==> src/logic/ued_pkg.sv <==
// package: constants and types for the control endpoint support block
`default_nettype none

package ued_pkg;

	// ****************************************************************
	// bus geometry
	// ****************************************************************
	localparam int ADDR_W = 12;
	localparam int DATA_W = 32;
	localparam logic [1:0] RESP_OKAY   = 2'h0;
	localparam logic [1:0] RESP_SLVERR = 2'h2;

	// ****************************************************************
	// register indices; byte address is four times the index
	// ****************************************************************
	localparam logic [7:0] IDX_SETUP0 = 8'hE0;
	localparam logic [7:0] IDX_SETUP7 = 8'hE7;
	localparam logic [7:0] IDX_ADDR   = 8'hE8;
	localparam logic [7:0] IDX_GUARD  = 8'hEA;
	localparam logic [7:0] IDX_FRAME  = 8'hEE;
	localparam logic [7:0] IDX_MAXPKT = 8'hF0;
	localparam logic [7:0] IDX_HSHK   = 8'hF4;

	// ****************************************************************
	// field positions
	// ****************************************************************
	localparam int HS_IN_STALL  = 0;
	localparam int HS_IN_NAK    = 1;
	localparam int HS_OUT_STALL = 2;
	localparam int HS_OUT_NAK   = 3;
	localparam int HS_TOG_IN    = 4;
	localparam int HS_TOG_OUT   = 5;
	localparam int FRAME_INV    = 15;
	localparam int MAXPKT_LSB   = 3;
	localparam int MAXPKT_MSB   = 6;

	// ****************************************************************
	// reset values and request decoding
	// ****************************************************************
	localparam logic [15:0] FRAME_RST  = 16'h8000;
	localparam logic [7:0]  MAXPKT_RST = 8'h40;
	localparam logic [7:0]  ADDR_RST   = 8'h00;
	localparam logic [7:0]  GUARD_RST  = 8'h00;
	localparam logic [7:0]  REQ_TYPE_SETADDR = 8'h00;
	localparam logic [7:0]  REQ_CODE_SETADDR = 8'h05;

	typedef enum {
		REG_NONE,
		REG_SETUP,
		REG_ADDR,
		REG_GUARD,
		REG_FRAME,
		REG_MAXPKT,
		REG_HSHK
	} ued_reg_t;

	// whole state of the block, registered as one word
	typedef struct packed {
		logic              aw_ok;
		logic [ADDR_W-1:0] waddr;
		logic              w_ok;
		logic [7:0]        wdata;
		logic              wlane0;
		logic              awready;
		logic              wready;
		logic              bvalid;
		logic [1:0]        bresp;
		logic              arready;
		logic              rvalid;
		logic [1:0]        rresp;
		logic [DATA_W-1:0] rdata;
		logic [7:0][7:0]   setup;
		logic [6:0]        dev_addr;
		logic              pend_ok;
		logic [6:0]        pend_addr;
		logic              stored;
		logic              done;
		logic              protect;
		logic [1:0]        nak;
		logic [1:0]        stall;
		logic [1:0]        tog;
		logic [10:0]       frame;
		logic              finv;
		logic [3:0]        maxpkt;
	} ued_state_t;

endpackage : ued_pkg

`default_nettype wire

==> src/logic/ued_ctrl_ep.sv <==
// control endpoint setup capture, auto addressing and frame tracking
`default_nettype none

// Contract
// - on setup completion store all eight setup bytes in order, type first.
// - setup byte two is wValue low, byte three wValue high.
// - setup byte four is wIndex low, byte five wIndex high.
// - setup byte six is wLength low, byte seven wLength high.
// - a SetAddress request loads the new seven-bit address without software.
// - completion notice only after status stage ends and address is stored.
// - software may write the address; a later SetAddress overwrites it.
// - end of every setup stage sets the protect flag.
// - same cycle: stall bits cleared, NAK bits set, toggle bits set.
// - protect flag is set for SetAddress requests too.
// - while protected, writes to endpoint-zero NAK and stall are ignored.
// - every valid SOF loads the eleven-bit frame count; a bad SOF leaves it unchanged.
// - frame invalid bit 15 is one on a bad SOF, zero when valid.
// - frame register reads 8000h after reset until a valid SOF.
// - max packet size lives in bits 6..3, reset value gives 64 bytes.
module ued_ctrl_ep #(
	parameter int ADDR_W = 12
) (
	input  wire logic               i_clk_sys,
	input  wire logic               i_rst,
	// setup, status and SOF events from the packet engine
	input  wire logic               i_setup_valid,
	input  wire logic [63:0]        i_setup_data,
	input  wire logic               i_status_stage_done,
	input  wire logic               i_sof_valid,
	input  wire logic [10:0]        i_sof_frame,
	input  wire logic               i_sof_error,
	// state towards the packet engine
	output logic [6:0]              o_device_address,
	output logic                    o_address_assign_done,
	output logic                    o_ctrl_ep_protect,
	output logic [1:0]              o_forced_nak,
	output logic [1:0]              o_forced_stall,
	output logic [1:0]              o_toggle_status,
	output logic [10:0]             o_frame_count,
	output logic                    o_frame_invalid,
	output logic [3:0]              o_ctrl_ep_max_packet_field,
	// AXI4-Lite slave
	input  wire logic [ADDR_W-1:0]  i_awaddr,
	input  wire logic               i_awvalid,
	output logic                    o_awready,
	input  wire logic [31:0]        i_wdata,
	input  wire logic [3:0]         i_wstrb,
	input  wire logic               i_wvalid,
	output logic                    o_wready,
	output logic [1:0]              o_bresp,
	output logic                    o_bvalid,
	input  wire logic               i_bready,
	input  wire logic [ADDR_W-1:0]  i_araddr,
	input  wire logic               i_arvalid,
	output logic                    o_arready,
	output logic [31:0]             o_rdata,
	output logic [1:0]              o_rresp,
	output logic                    o_rvalid,
	input  wire logic               i_rready
);

	// ****************************************************************
	// elaboration checks
	// ****************************************************************
	if (ADDR_W != ued_pkg::ADDR_W) begin : g_bad_addr_w
		$error("address width must match the package");
	end

	// ****************************************************************
	// decode
	// ****************************************************************
	function automatic ued_pkg::ued_reg_t reg_sel(
		input logic [ADDR_W-1:0] a
	);
		logic [7:0] idx;
		idx = a[9:2];
		reg_sel = ued_pkg::REG_NONE;
		if (a[1:0] == 2'h0 && a[ADDR_W-1:10] == '0) begin
			if (idx >= ued_pkg::IDX_SETUP0 && idx <= ued_pkg::IDX_SETUP7)
				reg_sel = ued_pkg::REG_SETUP;
			else if (idx == ued_pkg::IDX_ADDR)
				reg_sel = ued_pkg::REG_ADDR;
			else if (idx == ued_pkg::IDX_GUARD)
				reg_sel = ued_pkg::REG_GUARD;
			else if (idx == ued_pkg::IDX_FRAME)
				reg_sel = ued_pkg::REG_FRAME;
			else if (idx == ued_pkg::IDX_MAXPKT)
				reg_sel = ued_pkg::REG_MAXPKT;
			else if (idx == ued_pkg::IDX_HSHK)
				reg_sel = ued_pkg::REG_HSHK;
		end
	endfunction : reg_sel

	localparam ued_pkg::ued_state_t ST_RST = '{
		awready:  1'b1,
		wready:   1'b1,
		arready:  1'b1,
		dev_addr: ued_pkg::ADDR_RST[6:0],
		protect:  ued_pkg::GUARD_RST[0],
		frame:    ued_pkg::FRAME_RST[10:0],
		finv:     ued_pkg::FRAME_RST[ued_pkg::FRAME_INV],
		maxpkt:   ued_pkg::MAXPKT_RST[ued_pkg::MAXPKT_MSB:
		                              ued_pkg::MAXPKT_LSB],
		default:  '0
	};

	ued_pkg::ued_state_t st_q;
	ued_pkg::ued_state_t st_d;

	// ****************************************************************
	// next state
	// ****************************************************************
	always_comb begin
		ued_pkg::ued_reg_t wsel;
		ued_pkg::ued_reg_t rsel;
		logic              wr_go;
		logic              is_setaddr;
		wsel = reg_sel(st_q.waddr);
		rsel = reg_sel(i_araddr);
		wr_go = 1'b0;
		is_setaddr = 1'b0;
		st_d = st_q;
		st_d.done = 1'b0;

		// write channels are taken independently, in either order
		if (i_awvalid && st_q.awready) begin
			st_d.aw_ok = 1'b1;
			st_d.waddr = i_awaddr;
		end
		if (i_wvalid && st_q.wready) begin
			st_d.w_ok = 1'b1;
			st_d.wdata = i_wdata[7:0];
			st_d.wlane0 = i_wstrb[0];
		end
		if (st_q.bvalid && i_bready)
			st_d.bvalid = 1'b0;
		if (st_q.aw_ok && st_q.w_ok && !st_q.bvalid) begin
			wr_go = st_q.wlane0;
			st_d.aw_ok = 1'b0;
			st_d.w_ok = 1'b0;
			st_d.bvalid = 1'b1;
			st_d.bresp = (wsel == ued_pkg::REG_NONE) ?
				ued_pkg::RESP_SLVERR : ued_pkg::RESP_OKAY;
		end
		st_d.awready = !st_d.aw_ok;
		st_d.wready = !st_d.w_ok;

		// software writes; only byte lane zero carries register data
		if (wr_go) begin
			unique case (wsel)
				ued_pkg::REG_ADDR:
					st_d.dev_addr = st_q.wdata[6:0];
				ued_pkg::REG_GUARD:
					st_d.protect = st_q.wdata[0];
				ued_pkg::REG_MAXPKT:
					st_d.maxpkt = st_q.wdata[ued_pkg::MAXPKT_MSB:
					                        ued_pkg::MAXPKT_LSB];
				ued_pkg::REG_HSHK: begin
					// toggle bits follow software freely
					st_d.tog[0] = st_q.wdata[ued_pkg::HS_TOG_IN];
					st_d.tog[1] = st_q.wdata[ued_pkg::HS_TOG_OUT];
					if (!st_q.protect) begin
						st_d.stall[0] = st_q.wdata[ued_pkg::HS_IN_STALL];
						st_d.nak[0] = st_q.wdata[ued_pkg::HS_IN_NAK];
						st_d.stall[1] = st_q.wdata[ued_pkg::HS_OUT_STALL];
						st_d.nak[1] = st_q.wdata[ued_pkg::HS_OUT_NAK];
					end
				end
				default: ;
			endcase
		end

		// setup capture overrides a software guard or handshake write in the same cycle
		if (i_setup_valid) begin
			for (int i = 0; i < 8; i++)
				st_d.setup[i] = i_setup_data[8*i +: 8];
			st_d.protect = 1'b1;
			st_d.stall = 2'b00;
			st_d.nak = 2'b11;
			st_d.tog = 2'b11;
			is_setaddr =
				i_setup_data[7:0] == ued_pkg::REQ_TYPE_SETADDR &&
				i_setup_data[15:8] == ued_pkg::REQ_CODE_SETADDR;
			// a new setup replaces any unfinished address request
			st_d.pend_ok = is_setaddr;
			st_d.pend_addr = i_setup_data[22:16];
		end

		// address takes effect only once the status stage is over
		st_d.stored = 1'b0;
		if (i_status_stage_done && st_q.pend_ok && !i_setup_valid) begin
			st_d.dev_addr = st_q.pend_addr;
			st_d.pend_ok = 1'b0;
			st_d.stored = 1'b1;
		end
		st_d.done = st_q.stored;

		// frame tracking
		if (i_sof_valid) begin
			st_d.finv = i_sof_error;
			if (!i_sof_error)
				st_d.frame = i_sof_frame;
		end

		// read channel: one read outstanding at a time
		if (st_q.rvalid && i_rready)
			st_d.rvalid = 1'b0;
		if (i_arvalid && st_q.arready) begin
			st_d.rvalid = 1'b1;
			st_d.rresp = ued_pkg::RESP_OKAY;
			st_d.rdata = '0;
			unique case (rsel)
				ued_pkg::REG_SETUP:
					st_d.rdata[7:0] = st_q.setup[i_araddr[4:2]];
				ued_pkg::REG_ADDR:
					st_d.rdata[6:0] = st_q.dev_addr;
				ued_pkg::REG_GUARD:
					st_d.rdata[0] = st_q.protect;
				ued_pkg::REG_FRAME: begin
					st_d.rdata[10:0] = st_q.frame;
					st_d.rdata[ued_pkg::FRAME_INV] = st_q.finv;
				end
				ued_pkg::REG_MAXPKT:
					st_d.rdata[ued_pkg::MAXPKT_MSB:
					           ued_pkg::MAXPKT_LSB] = st_q.maxpkt;
				ued_pkg::REG_HSHK: begin
					st_d.rdata[ued_pkg::HS_IN_STALL] = st_q.stall[0];
					st_d.rdata[ued_pkg::HS_IN_NAK] = st_q.nak[0];
					st_d.rdata[ued_pkg::HS_OUT_STALL] = st_q.stall[1];
					st_d.rdata[ued_pkg::HS_OUT_NAK] = st_q.nak[1];
					st_d.rdata[ued_pkg::HS_TOG_IN] = st_q.tog[0];
					st_d.rdata[ued_pkg::HS_TOG_OUT] = st_q.tog[1];
				end
				ued_pkg::REG_NONE:
					st_d.rresp = ued_pkg::RESP_SLVERR;
			endcase
		end
		st_d.arready = !st_d.rvalid;
	end

	always_ff @(posedge i_clk_sys) begin
		if (i_rst)
			st_q <= ST_RST;
		else
			st_q <= st_d;
	end

	// ****************************************************************
	// outputs, all straight from the state register
	// ****************************************************************
	assign o_device_address = st_q.dev_addr;
	assign o_address_assign_done = st_q.done;
	assign o_ctrl_ep_protect = st_q.protect;
	assign o_forced_nak = st_q.nak;
	assign o_forced_stall = st_q.stall;
	assign o_toggle_status = st_q.tog;
	assign o_frame_count = st_q.frame;
	assign o_frame_invalid = st_q.finv;
	assign o_ctrl_ep_max_packet_field = st_q.maxpkt;
	assign o_awready = st_q.awready;
	assign o_wready = st_q.wready;
	assign o_bresp = st_q.bresp;
	assign o_bvalid = st_q.bvalid;
	assign o_arready = st_q.arready;
	assign o_rdata = st_q.rdata;
	assign o_rresp = st_q.rresp;
	assign o_rvalid = st_q.rvalid;
endmodule : ued_ctrl_ep

`default_nettype wire

==> config.mk <==
export PLATFORM = sky130hd
export DESIGN_NAME = ued_ctrl_ep
export DESIGN_NICKNAME = d
export VERILOG_FILES = /design/src/logic/ued_pkg.sv /design/src/logic/ued_ctrl_ep.sv
export SDC_FILE = /design/constraint.sdc
export NUM_CORES = 1
export LEC_CHECK = 0
export BUFFER_PORTS_ARGS = -buffer_cell sky130_fd_sc_hd__buf_2
export CORE_ASPECT_RATIO = 1.2
export CORE_MARGIN = 10
export CORE_UTILIZATION = 57
export CTS_BUF_LIST = sky130_fd_sc_hd__clkbuf_4
export CTS_CLUSTER_DIAMETER = 150
export DETAILED_ROUTE_END_ITERATION = 10
export PLACE_DENSITY = 0.89
export SLEW_MARGIN = 30
export SYNTH_ARGS = -nofsm -noshare
export SYNTH_HDL_FRONTEND = slang
export SYNTH_SLANG_ARGS = --single-unit
==> constraint.sdc <==
create_clock -name i_clk_sys -period 3.37 [get_ports i_clk_sys]
set_input_delay 0.674 -clock i_clk_sys [delete_from_list [all_inputs] [get_ports i_clk_sys]]
set_output_delay 0.674 -clock i_clk_sys [all_outputs]
set_load 0.03 [all_outputs]
==> results.ini, run 1 <==
[outcome]
status=complete, no violations

[setup_path]
r2r_start=st_q[158]
endpoint=o_rdata[1]
cp-start-kind=input pin
r2r_slack_ns=1.16
critPathBufInv=1
r2r_end=o_ctrl_ep_max_packet_field[3]
cp_top_family=simple AND/OR/NAND/NOR gates
cp.arrival_ns=2.77
reg2reg_depth=4
required_ns=3.86
crit_cells=6
crit_path_frequent_cell=a22o_1
setup.worst_path.class=in2reg
cp_slowest_cell=or4_1
crit_start=i_araddr[1]
slowest_delay_ns=0.75
critPathCaptureType=register
cp_max_fo=8
path_cells=buf_2 -> or4_1 -> nor4b_2 -> a22o_1 -> a221o_1 -> a22o_1

[synth]
avgSynthCellArea_sq_um=9.406
synthTopCellsByArea=dfxtp_1 42%, mux2i_1 13%, buf_4 7.5%
syn_area_sq_mm=0.006613
seq_area_frac_synth=0.4178
synth_top_area_frac=0.4178
async_flop_share=0
syn_inst=703
ys_types=60
ys_ff_latch=138
yosysWarnings=0
ys.flop_type=dfxtp_1
synthTopCellsByCount=138 x dfxtp_1, 91 x nor2_1, 89 x nand2_1
synth.most_common_cell=dfxtp_1
synth_edf_count=0
synth_largest_area_cell=dfxtp_1

[route]
wl_mm=17.37
antenna_left=0
wl_per_cell_microns=17.78
vias=5315
first_pass_iters=5
drt_iter0_drc=338
drc_errors=0
vias_per_cell=5.440

[placement]
portBuffers=167
dp_hpwl_mm=13.13
gp_congestion=0.8825
placed_area_sq_mm=0.007096
place_ws_ns=0.5311

[layout]
fin_area_sq_mm=0.007406
nNetsFinal=953
area_growth_syn_to_layout_pct=12.00
drive_above_1_share=0.3016

[floorplanning]
num_io_pins=218
die_area_sq_mm=0.01633
num_rows=43
fp.dieW_microns=118.3
core_sq_mm=0.01146
start_util=0.5770
die_h_microns=138.0

[timing]
postLayoutSetupSlackWorst_ns=1.086
fin_skew_ns=0.01453
clock.fmax_ghz=0.4378
rsz0062_at_grt=false
min_period_over_period=0.6778
tightestPinTransition_ns=0.7205
setup_viol_count_final=0
slew_headroom=0.5187
finalSetupTns_ns=0
slew_viol_final=0
period_needed_ns=2.284
finalHoldViolations=0

[flow_run]
max_cap_viol_count=0

[pwr]
power.density_mw_per_mm2=460.9
leakagePower_nw=3.368
ir_worst_vdd_mv=0.3576

[grt]
grt_max_degree=64
antenna_found_initial=3
grt_pass1_vias=5241
grt_usage=0.2079
grt_pass1_wl_mm=27.40
gr-total-overflow=0

[cts]
h-tree-depth=4
cts_tree=done
clk_pin_slew_worst_paths_ns=0.12
post-cts-setup-buffers=0
clk_path_buf_depth=2
cts_made_buffers=17
cts.sink_count=138
hold_buffers=0
post_cts_resized=0
clk_root_buffer_cell=clkbuf_4
clk-insertion-delay-late_ns=0.55

[worst_hold_path]
worstHoldStart=i_setup_data[63]
hp-class=in2reg

-- metal layers --
layer | global-route usage | up-vias | share of wire
li1 | - | 2579 | -
met5 | 0 | - | 0.0016
met4 | 0.07221 | 4 | 0.022
met1 | 0.2436 | 2489 | 0.41
met3 | 0.07088 | 33 | 0.076
met2 | 0.3500 | 210 | 0.49
-- cell usage in the layout, fill, tap and decap left out, drive strengths merged, types with 3 or more instances in the layout --
master / n
mux2: 17
a211o: 3
dfxtp: 138
inv: 7
or4: 3
clkinv: 9
nor2b: 6
bufinv: 4
a21oi: 50
buf: 174
a22o: 8
mux4: 15
or4b: 3
a2111oi: 3
and2: 4
nor2: 91
a221oi: 5
mux2i: 83
nand3: 8
a22oi: 4
a31oi: 3
clkbuf: 17
nor4b: 4
o21ai: 4
nand2: 89
nor3: 7
conb: 22
nor4: 6
nand2b: 4
-- state kept, by name, indices dropped and copies added (netlist names), 2 cells and up --
name	count
o_frame_count	11
o_rdata	12
o_forced_nak	2
o_device_address	7
o_toggle_status	2
st_q	87
o_forced_stall	2
o_ctrl_ep_max_packet_field	4
-- tightest hold or removal path, delay by kind of cell --
family | cells | cell delay [ns]
and+or+nand+nor | 1 | 0.07
buffers and inverters | 1 | 0.07
muxes | 1 | 0.05
-- area by class of cell --
cell class                      count  area, sq um
Fill cell                         951         4054
Multi-Input combinational cell    469         3217
Sequential cell                   138         2763
Timing Repair Buffer              174        893.4
Tap cell                          157        196.4
Clock inverter                     14        180.2
Clock buffer                       17        127.6
Inverter                            7        26.28
Antenna cell                        1        2.502
-- logic make-up (layout without fill, tap and decap cells) --
| logic type | after synthesis | count (layout) | synth area share |
|---|---|---|---|
| muxes | 115 | 115 | 0.2057 |
| other | 1 | 23 | 0.0005671 |
| and+or+nand+nor | 235 | 235 | 0.1690 |
| buffers and inverters | 117 | 212 | 0.1077 |
| DFF | 138 | 138 | 0.4178 |
| AOI/OAI and AO/OA | 97 | 97 | 0.09934 |
-- metrics by stage --
step                      total power [mW]    util  hold slack [ns]  std cells
after floorplan                      2.149       -           0.4138        724
after global placement               2.259  0.6192           0.4283        945
after detailed placement             2.273  0.6192           0.4322        945
after CTS                            3.426  0.6460           0.3397        976
after global routing                 3.562  0.6463           0.3363        977
final                                3.414  0.6463           0.3524        977
-- worst min-delay path by stage --
stage / to / slack, ns / cells after the start
3_3_place_gp: o_address_assign_done / 0.43 / 1
5_1_grt: st_q[165] / 0.34 / 3
3_5_place_dp: o_address_assign_done / 0.43 / 1
2_1_floorplan: o_address_assign_done / 0.41 / 1
4_1_cts: st_q[162] / 0.34 / 3
6_report: st_q[103] / 0.35 / 3
-- where the power goes --
part / leakage [nW] / internal [mW] / switching, mW / total (mW)
combinational: 2.07 / 0.190 / 0.279 / 0.469
clock: 0.164 / 0.576 / 0.596 / 1.17
sequential: 1.13 / 1.71 / 0.0608 / 1.77
total: 3.37 / 2.48 / 0.935 / 3.41
(Power assumes the default switching activity.)
==> inputs of run 2 (changes only) <==
CORE_UTILIZATION = 47   (was 57)
PLACE_DENSITY = 0.78   (was 0.89)
clock period = 1.94 ns   (was 3.37 ns; I/O delays follow)
==> run 2 against run 1 <==
Against the previous run:
- the flow now finishes with violations (setup timing)
- sequential share of layout area decreased by 2.7 points
- power increased by 83%
- flip-flop and latch count unchanged
- critical endpoint is now o_ctrl_ep_max_packet_field[3]
==> results.ini, run 2 (same netlist as run 1, synthesis figures left out) <==
[layout]
largest_register_ffs=87  ; unchanged
fin_area_sq_mm=0.008016  ; +8.2%
largest-register=st_q
nNetsFinal=1008  ; +5.8%
drive_above_1_share=0.3623  ; +0.06070
area_growth_syn_to_layout_pct=21.23
seq_area_sq_mm=0.002773  ; +0.36%
final_common_cell=buf_2
mostFrequentLayoutCells=165 x buf_2, 134 x dfxtp_1, 91 x nor2_1
multi_input_area_sq_mm=0.003264  ; +1.5%
post-route-util=0.5801  ; -0.06617
fillers=1225  ; +29%

[setup_path]
setup.worst_path.class=reg2reg
critPathCaptureType=register
cp_max_fo=5  ; -3
required_ns=2.40  ; -1.46 ns
cp-start-kind=register
cp.arrival_ns=2.46  ; -0.31 ns

[cts]
cts_tree=done
clk_pin_slew_worst_paths_ns=0.13  ; about the same
cts_made_buffers=17  ; unchanged
cts.sink_count=138  ; unchanged
h-tree-depth=4  ; unchanged
clk_root_buffer_cell=clkbuf_4
clk_path_buf_depth=2  ; unchanged
clk-insertion-delay-late_ns=0.56  ; about the same

[timing]
slew_headroom=0.6078  ; +0.08911
holdWs_ns=0.05186  ; -0.3006 ns
tightestPinTransition_ns=0.5802  ; -0.1404 ns
finalHoldViolations=0  ; unchanged
rsz0062_at_grt=true
fin_skew_ns=0.02452  ; +0.009992 ns
min_period_over_period=1.029
setup_viol_count_final=7  ; +7
period_needed_ns=1.996
clock.fmax_ghz=0.5009
finalSetupTns_ns=-0.1149  ; -0.1149 ns
postLayoutSetupSlackWorst_ns=-0.05638  ; -1.142 ns
slew_viol_final=0  ; unchanged

[route]
antenna_left=0  ; unchanged
drc_errors=0  ; unchanged
wl_per_cell_microns=17.86  ; +0.48%
drt_iter0_drc=299  ; -12%
vias_per_cell=5.190  ; -4.6%
wl_mm=18.70  ; +7.7%
first_pass_iters=4  ; -1
vias=5434  ; +2.2%

[placement]
placed_area_sq_mm=0.007594  ; +7.0%
gp_congestion=0.8943  ; +1.3%
dp_hpwl_mm=14.49  ; +10%
portBuffers=167  ; unchanged

[floorplanning]
die_area_sq_mm=0.01923  ; +18%
num_io_pins=218  ; unchanged
start_util=0.4785  ; -0.09853
die_h_microns=149.9  ; +8.7%
fp.dieW_microns=128.3  ; +8.4%
core_sq_mm=0.01382  ; +21%
num_rows=47  ; +9.3%

[pwr]
leakagePower_nw=3.715  ; +10%
ir_worst_vdd_mv=0.6392  ; +79%
total_power_mw=6.252  ; +83%
power.density_mw_per_mm2=779.9  ; +69%

[grt]
grt_pass1_wl_mm=28.99  ; +5.8%
grt_pass1_vias=5416  ; +3.3%
gr-total-overflow=0  ; unchanged
grt_max_degree=75  ; +17%
antenna_found_initial=2  ; -1
grt_usage=0.1893  ; -0.01864

[outcome]
status=complete, but fails checks
violations=setup timing

[worst_hold_path]
hp-class=in2reg

[flow_run]
max_cap_viol_count=0  ; unchanged

run 2: changes by cell type in the layout (fill, tap and decap cells not counted), moves of 3 or more:
cell     change
buf_4       +48
buf_12       +6
dfxtp_1      -4
nand3_1      -4
nand3_2      +4
inv_6        +3
run 2: layout make-up:
class | instances | area share
Tap cell | 171 | 0.02669
Antenna cell | 1 | 0.0003122
Sequential cell | 138 | 0.3459
Clock buffer | 18 | 0.01686
Timing Repair Buffer | 229 | 0.1728
Multi-Input combinational cell | 469 | 0.4072
Inverter | 7 | 0.003278
Clock inverter | 14 | 0.02700
run 2: worst max-delay path, stage by stage (launching register included):
cell      delay (ns)
dfxtp_4         0.36
nand3b_4        0.14
or4b_4          0.51
or4b_4          0.60
a211o_1         0.28
run 2: layer usage:
layer | share of wire | track usage
met1 | 0.42 | 0.2265
met2 | 0.48 | 0.3065
met3 | 0.076 | 0.06086
met4 | 0.028 | 0.07666
met5 | 0.00075 | 0
run 2: final timing paths:
path                                        from                       endpoint  slack [ns]  depth (start not counted)
worst min-delay path            i_setup_data[45]                       st_q[85]        0.05                          3
worst max register to register          o_bvalid  o_ctrl_ep_max_packet_field[3]       -0.06                          4
worst min register to register       o_rdata[15]                    o_rdata[15]        0.46                          2
worst max-delay path                    o_bvalid  o_ctrl_ep_max_packet_field[3]       -0.06                          4
run 2: per-stage QoR:
stage / setup WS (ns) / cells
2_1_floorplan: -0.1316 / 724
3_3_place_gp: -0.2382 / 1011
3_5_place_dp: -0.2660 / 1011
4_1_cts: -0.04643 / 1044
5_1_grt: -0.1335 / 1047
6_report: -0.05638 / 1047
run 2: timing repair:
action / CTS / global route
cloned: 0 / 0
hold buffers: 0 / 0
resized for setup: 5 / 4
pin swaps: 0 / 1
setup endpoints to repair: 16 / 18
buffers inserted: 1 / 2
run 2: report_power, final:
part	total, mW	internal [mW]	switching [mW]
registers	3.08	2.97	0.106
clock network	2.26	1.18	1.08
logic	0.912	0.403	0.509
total	6.25	4.55	1.70
==> inputs of run 3 (changes only) <==
ABC_AREA = 1   (was not set)
CORE_UTILIZATION = 48   (was 47)
PLACE_DENSITY = 0.79   (was 0.78)
==> run 3 against run 2 <==
Against the previous run:
- the run now ends clean
- combinational power fell by 2.6%
- routed wire length rose by 1.3%
- area after synthesis rose by 3.4%
- power fell by 4.8%
- fmax rose by 16%
- worst setup slack improved by 0.28 ns
- utilization fell by 2.2 points
- hold slack got worse by 0.010 ns
- synthesized cell count rose by 42%
- largest power group unchanged
- highest routed layer is now met4
==> results.ini, run 3 <==
[outcome]
status=complete, no violations

[worst_hold_path]
hp-class=in2reg

[timing]
finalHoldViolations=0  ; unchanged
finalSetupTns_ns=0  ; +0.1149 ns
period_needed_ns=1.715  ; -0.2812 ns
clock.fmax_ghz=0.5830  ; +16%
setup_viol_count_final=0  ; -7
fin_skew_ns=0.01728  ; -0.007240 ns
holdWs_ns=0.04148  ; -0.01038 ns
rsz0062_at_grt=false
min_period_over_period=0.8841  ; -0.1450
slew_viol_final=0  ; unchanged

[synth]
ys.flop_type=dfxtp_1
seq_area_frac_synth=0.4040  ; -0.01383
syn_area_sq_mm=0.006839  ; +3.4%
async_flop_share=0  ; unchanged
synthTopCellsByCount=194 x nor2_1, 176 x nand2_1, 138 x dfxtp_1
yosysWarnings=0  ; unchanged
synth.most_common_cell=nor2_1
synth_top_area_frac=0.4040  ; -0.01383
synthTopCellsByArea=dfxtp_1 40%, nor2_1 11%, nand2_1 9.7%
avgSynthCellArea_sq_um=6.873  ; -27%
synth_largest_area_cell=dfxtp_1
ys_types=36  ; -40%
syn_inst=995  ; +42%
synth_edf_count=0  ; unchanged
ys_ff_latch=138  ; unchanged

[placement]
dp_hpwl_mm=14.47  ; -0.14%
dp_cells=1262  ; +25%
gp_congestion=0.9384  ; +4.9%
portBuffers=167  ; unchanged

[route]
wl_mm=18.94  ; +1.3%
vias=6534  ; +20%
drt_iter0_drc=364  ; +22%
antenna_left=0  ; unchanged
wl_per_cell_microns=14.63  ; -18%
vias_per_cell=5.049  ; -2.7%
drc_errors=0  ; unchanged
first_pass_iters=5  ; +1

[pwr]
total_power_mw=5.955  ; -4.8%
leakagePower_nw=3.852  ; +3.7%
power.density_mw_per_mm2=768.2  ; -1.5%
ir_worst_vdd_mv=0.5408  ; -15%

[floorplanning]
start_util=0.4928  ; +0.01429
die_h_microns=150.8  ; +0.55%
die_area_sq_mm=0.01944  ; +1.1%
core_sq_mm=0.01388  ; +0.43%
num_io_pins=218  ; unchanged
num_rows=47  ; unchanged
fp.dieW_microns=129.0  ; +0.53%

[layout]
largest-register=st_q
mostFrequentLayoutCells=194 x nor2_1, 176 x nand2_1, 167 x buf_2
n_antenna_cell=0  ; -1
fin_cells=1294  ; +24%
nNetsFinal=1256  ; +25%
drive_above_1_share=0.2297  ; -0.1325
largest_register_ffs=87  ; unchanged
fillers=1409  ; +15%
area_growth_syn_to_layout_pct=13.34
post-route-util=0.5585  ; -0.02157
final_common_cell=nor2_1

[grt]
grt_pass1_wl_mm=29.90  ; +3.1%
antenna_found_initial=0  ; -2
grt_max_degree=73  ; -2.7%
grt_usage=0.1915  ; +0.002158
gr-total-overflow=0  ; unchanged
grt_pass1_vias=6248  ; +15%

[setup_path]
cp-start-kind=register
critPathCaptureType=register
cp_max_fo=6  ; +1
cp.arrival_ns=2.17  ; -0.29 ns
setup.worst_path.class=reg2reg
required_ns=2.39  ; about the same

[cts]
clk-insertion-delay-late_ns=0.56  ; about the same
h-tree-depth=4  ; unchanged
cts_made_buffers=17  ; unchanged
clk_pin_slew_worst_paths_ns=0.12  ; about the same
clk_root_buffer_cell=clkbuf_4
cts_tree=done
cts.sink_count=138  ; unchanged
clk_path_buf_depth=2  ; unchanged

[flow_run]
max_cap_viol_count=0  ; unchanged

-- run 3: cells by family after synthesis --
| kind of cell | Yosys count | synth area share |
|---|---|---|
| AOI/OAI and AO/OA | 190 | 0.1464 |
| buffers and inverters | 190 | 0.1486 |
| and+or+nand+nor | 476 | 0.3006 |
| DFF | 138 | 0.4040 |
| other | 1 | 0.0005483 |
-- run 3: worst max-delay path, cell delays in order, from the launching register on --
cell     delay [ns]
dfxtp_1        0.37
nand2_1        0.07
nor2_1         0.08
nand4_1        0.14
inv_1          0.09
nand2_1        0.07
nand2_1        0.08
nand2_1        0.13
inv_1          0.10
nand4_1        0.19
o21ai_0        0.24
nor2_1         0.06
-- run 3: what timing repair did --
item,in CTS,in global routing
setup buffers,0,0
gates resized for setup,0,2
endpoints found under the setup margin,0,7
hold buffers,0,0
-- run 3: final timing paths --
check | cells past startpoint | from | slack (ns) | to
worst max-delay path | 11 | st_q[164] | 0.22 | o_forced_stall[0]
worst min register to register | 2 | st_d[23] | 0.44 | o_address_assign_done
worst max register to register | 11 | st_q[164] | 0.22 | o_forced_stall[0]
worst min-delay path | 3 | i_sof_frame[2] | 0.04 | o_frame_count[2]
-- run 3: report_power, final --
| group | internal [mW] | switching [mW] |
|---|---|---|
| registers | 3.00 | 0.101 |
| clock network | 0.910 | 1.05 |
| logic | 0.308 | 0.581 |
| total | 4.22 | 1.74 |
-- run 3: layout make-up --
type	count	area [sq um]	area share
clock buffer	19	142.6	0.01840
clock inverter	13	148.9	0.01921
inverter	77	301.5	0.03890
multi-input combinational	688	3151	0.4065
sequential	138	2763	0.3564
tap	171	214.0	0.02760
timing repair buffer	188	1031	0.1330
-- run 3: metal layers --
layer  share of wire  global-route usage  wire length, microns  vias to the layer above
met2            0.49              0.3267                  9233                      244
met4           0.011             0.06150                   202                        0
li1                -                   -                     -                     3346
met5               0                   0                     0                        -
met1            0.42              0.2261                  7958                     2924
met3           0.081             0.05522                  1542                       20
-- run 3: per-stage QoR --
step / area [sq um] / setup slack [ns]
after floorplan: 6918 / 0.3714
after global placement: 7448 / 0.06264
after detailed placement: 7448 / -0.001008
after CTS: 7740 / 0.2153
after global routing: 7751 / 0.02378
final: 7751 / 0.2249
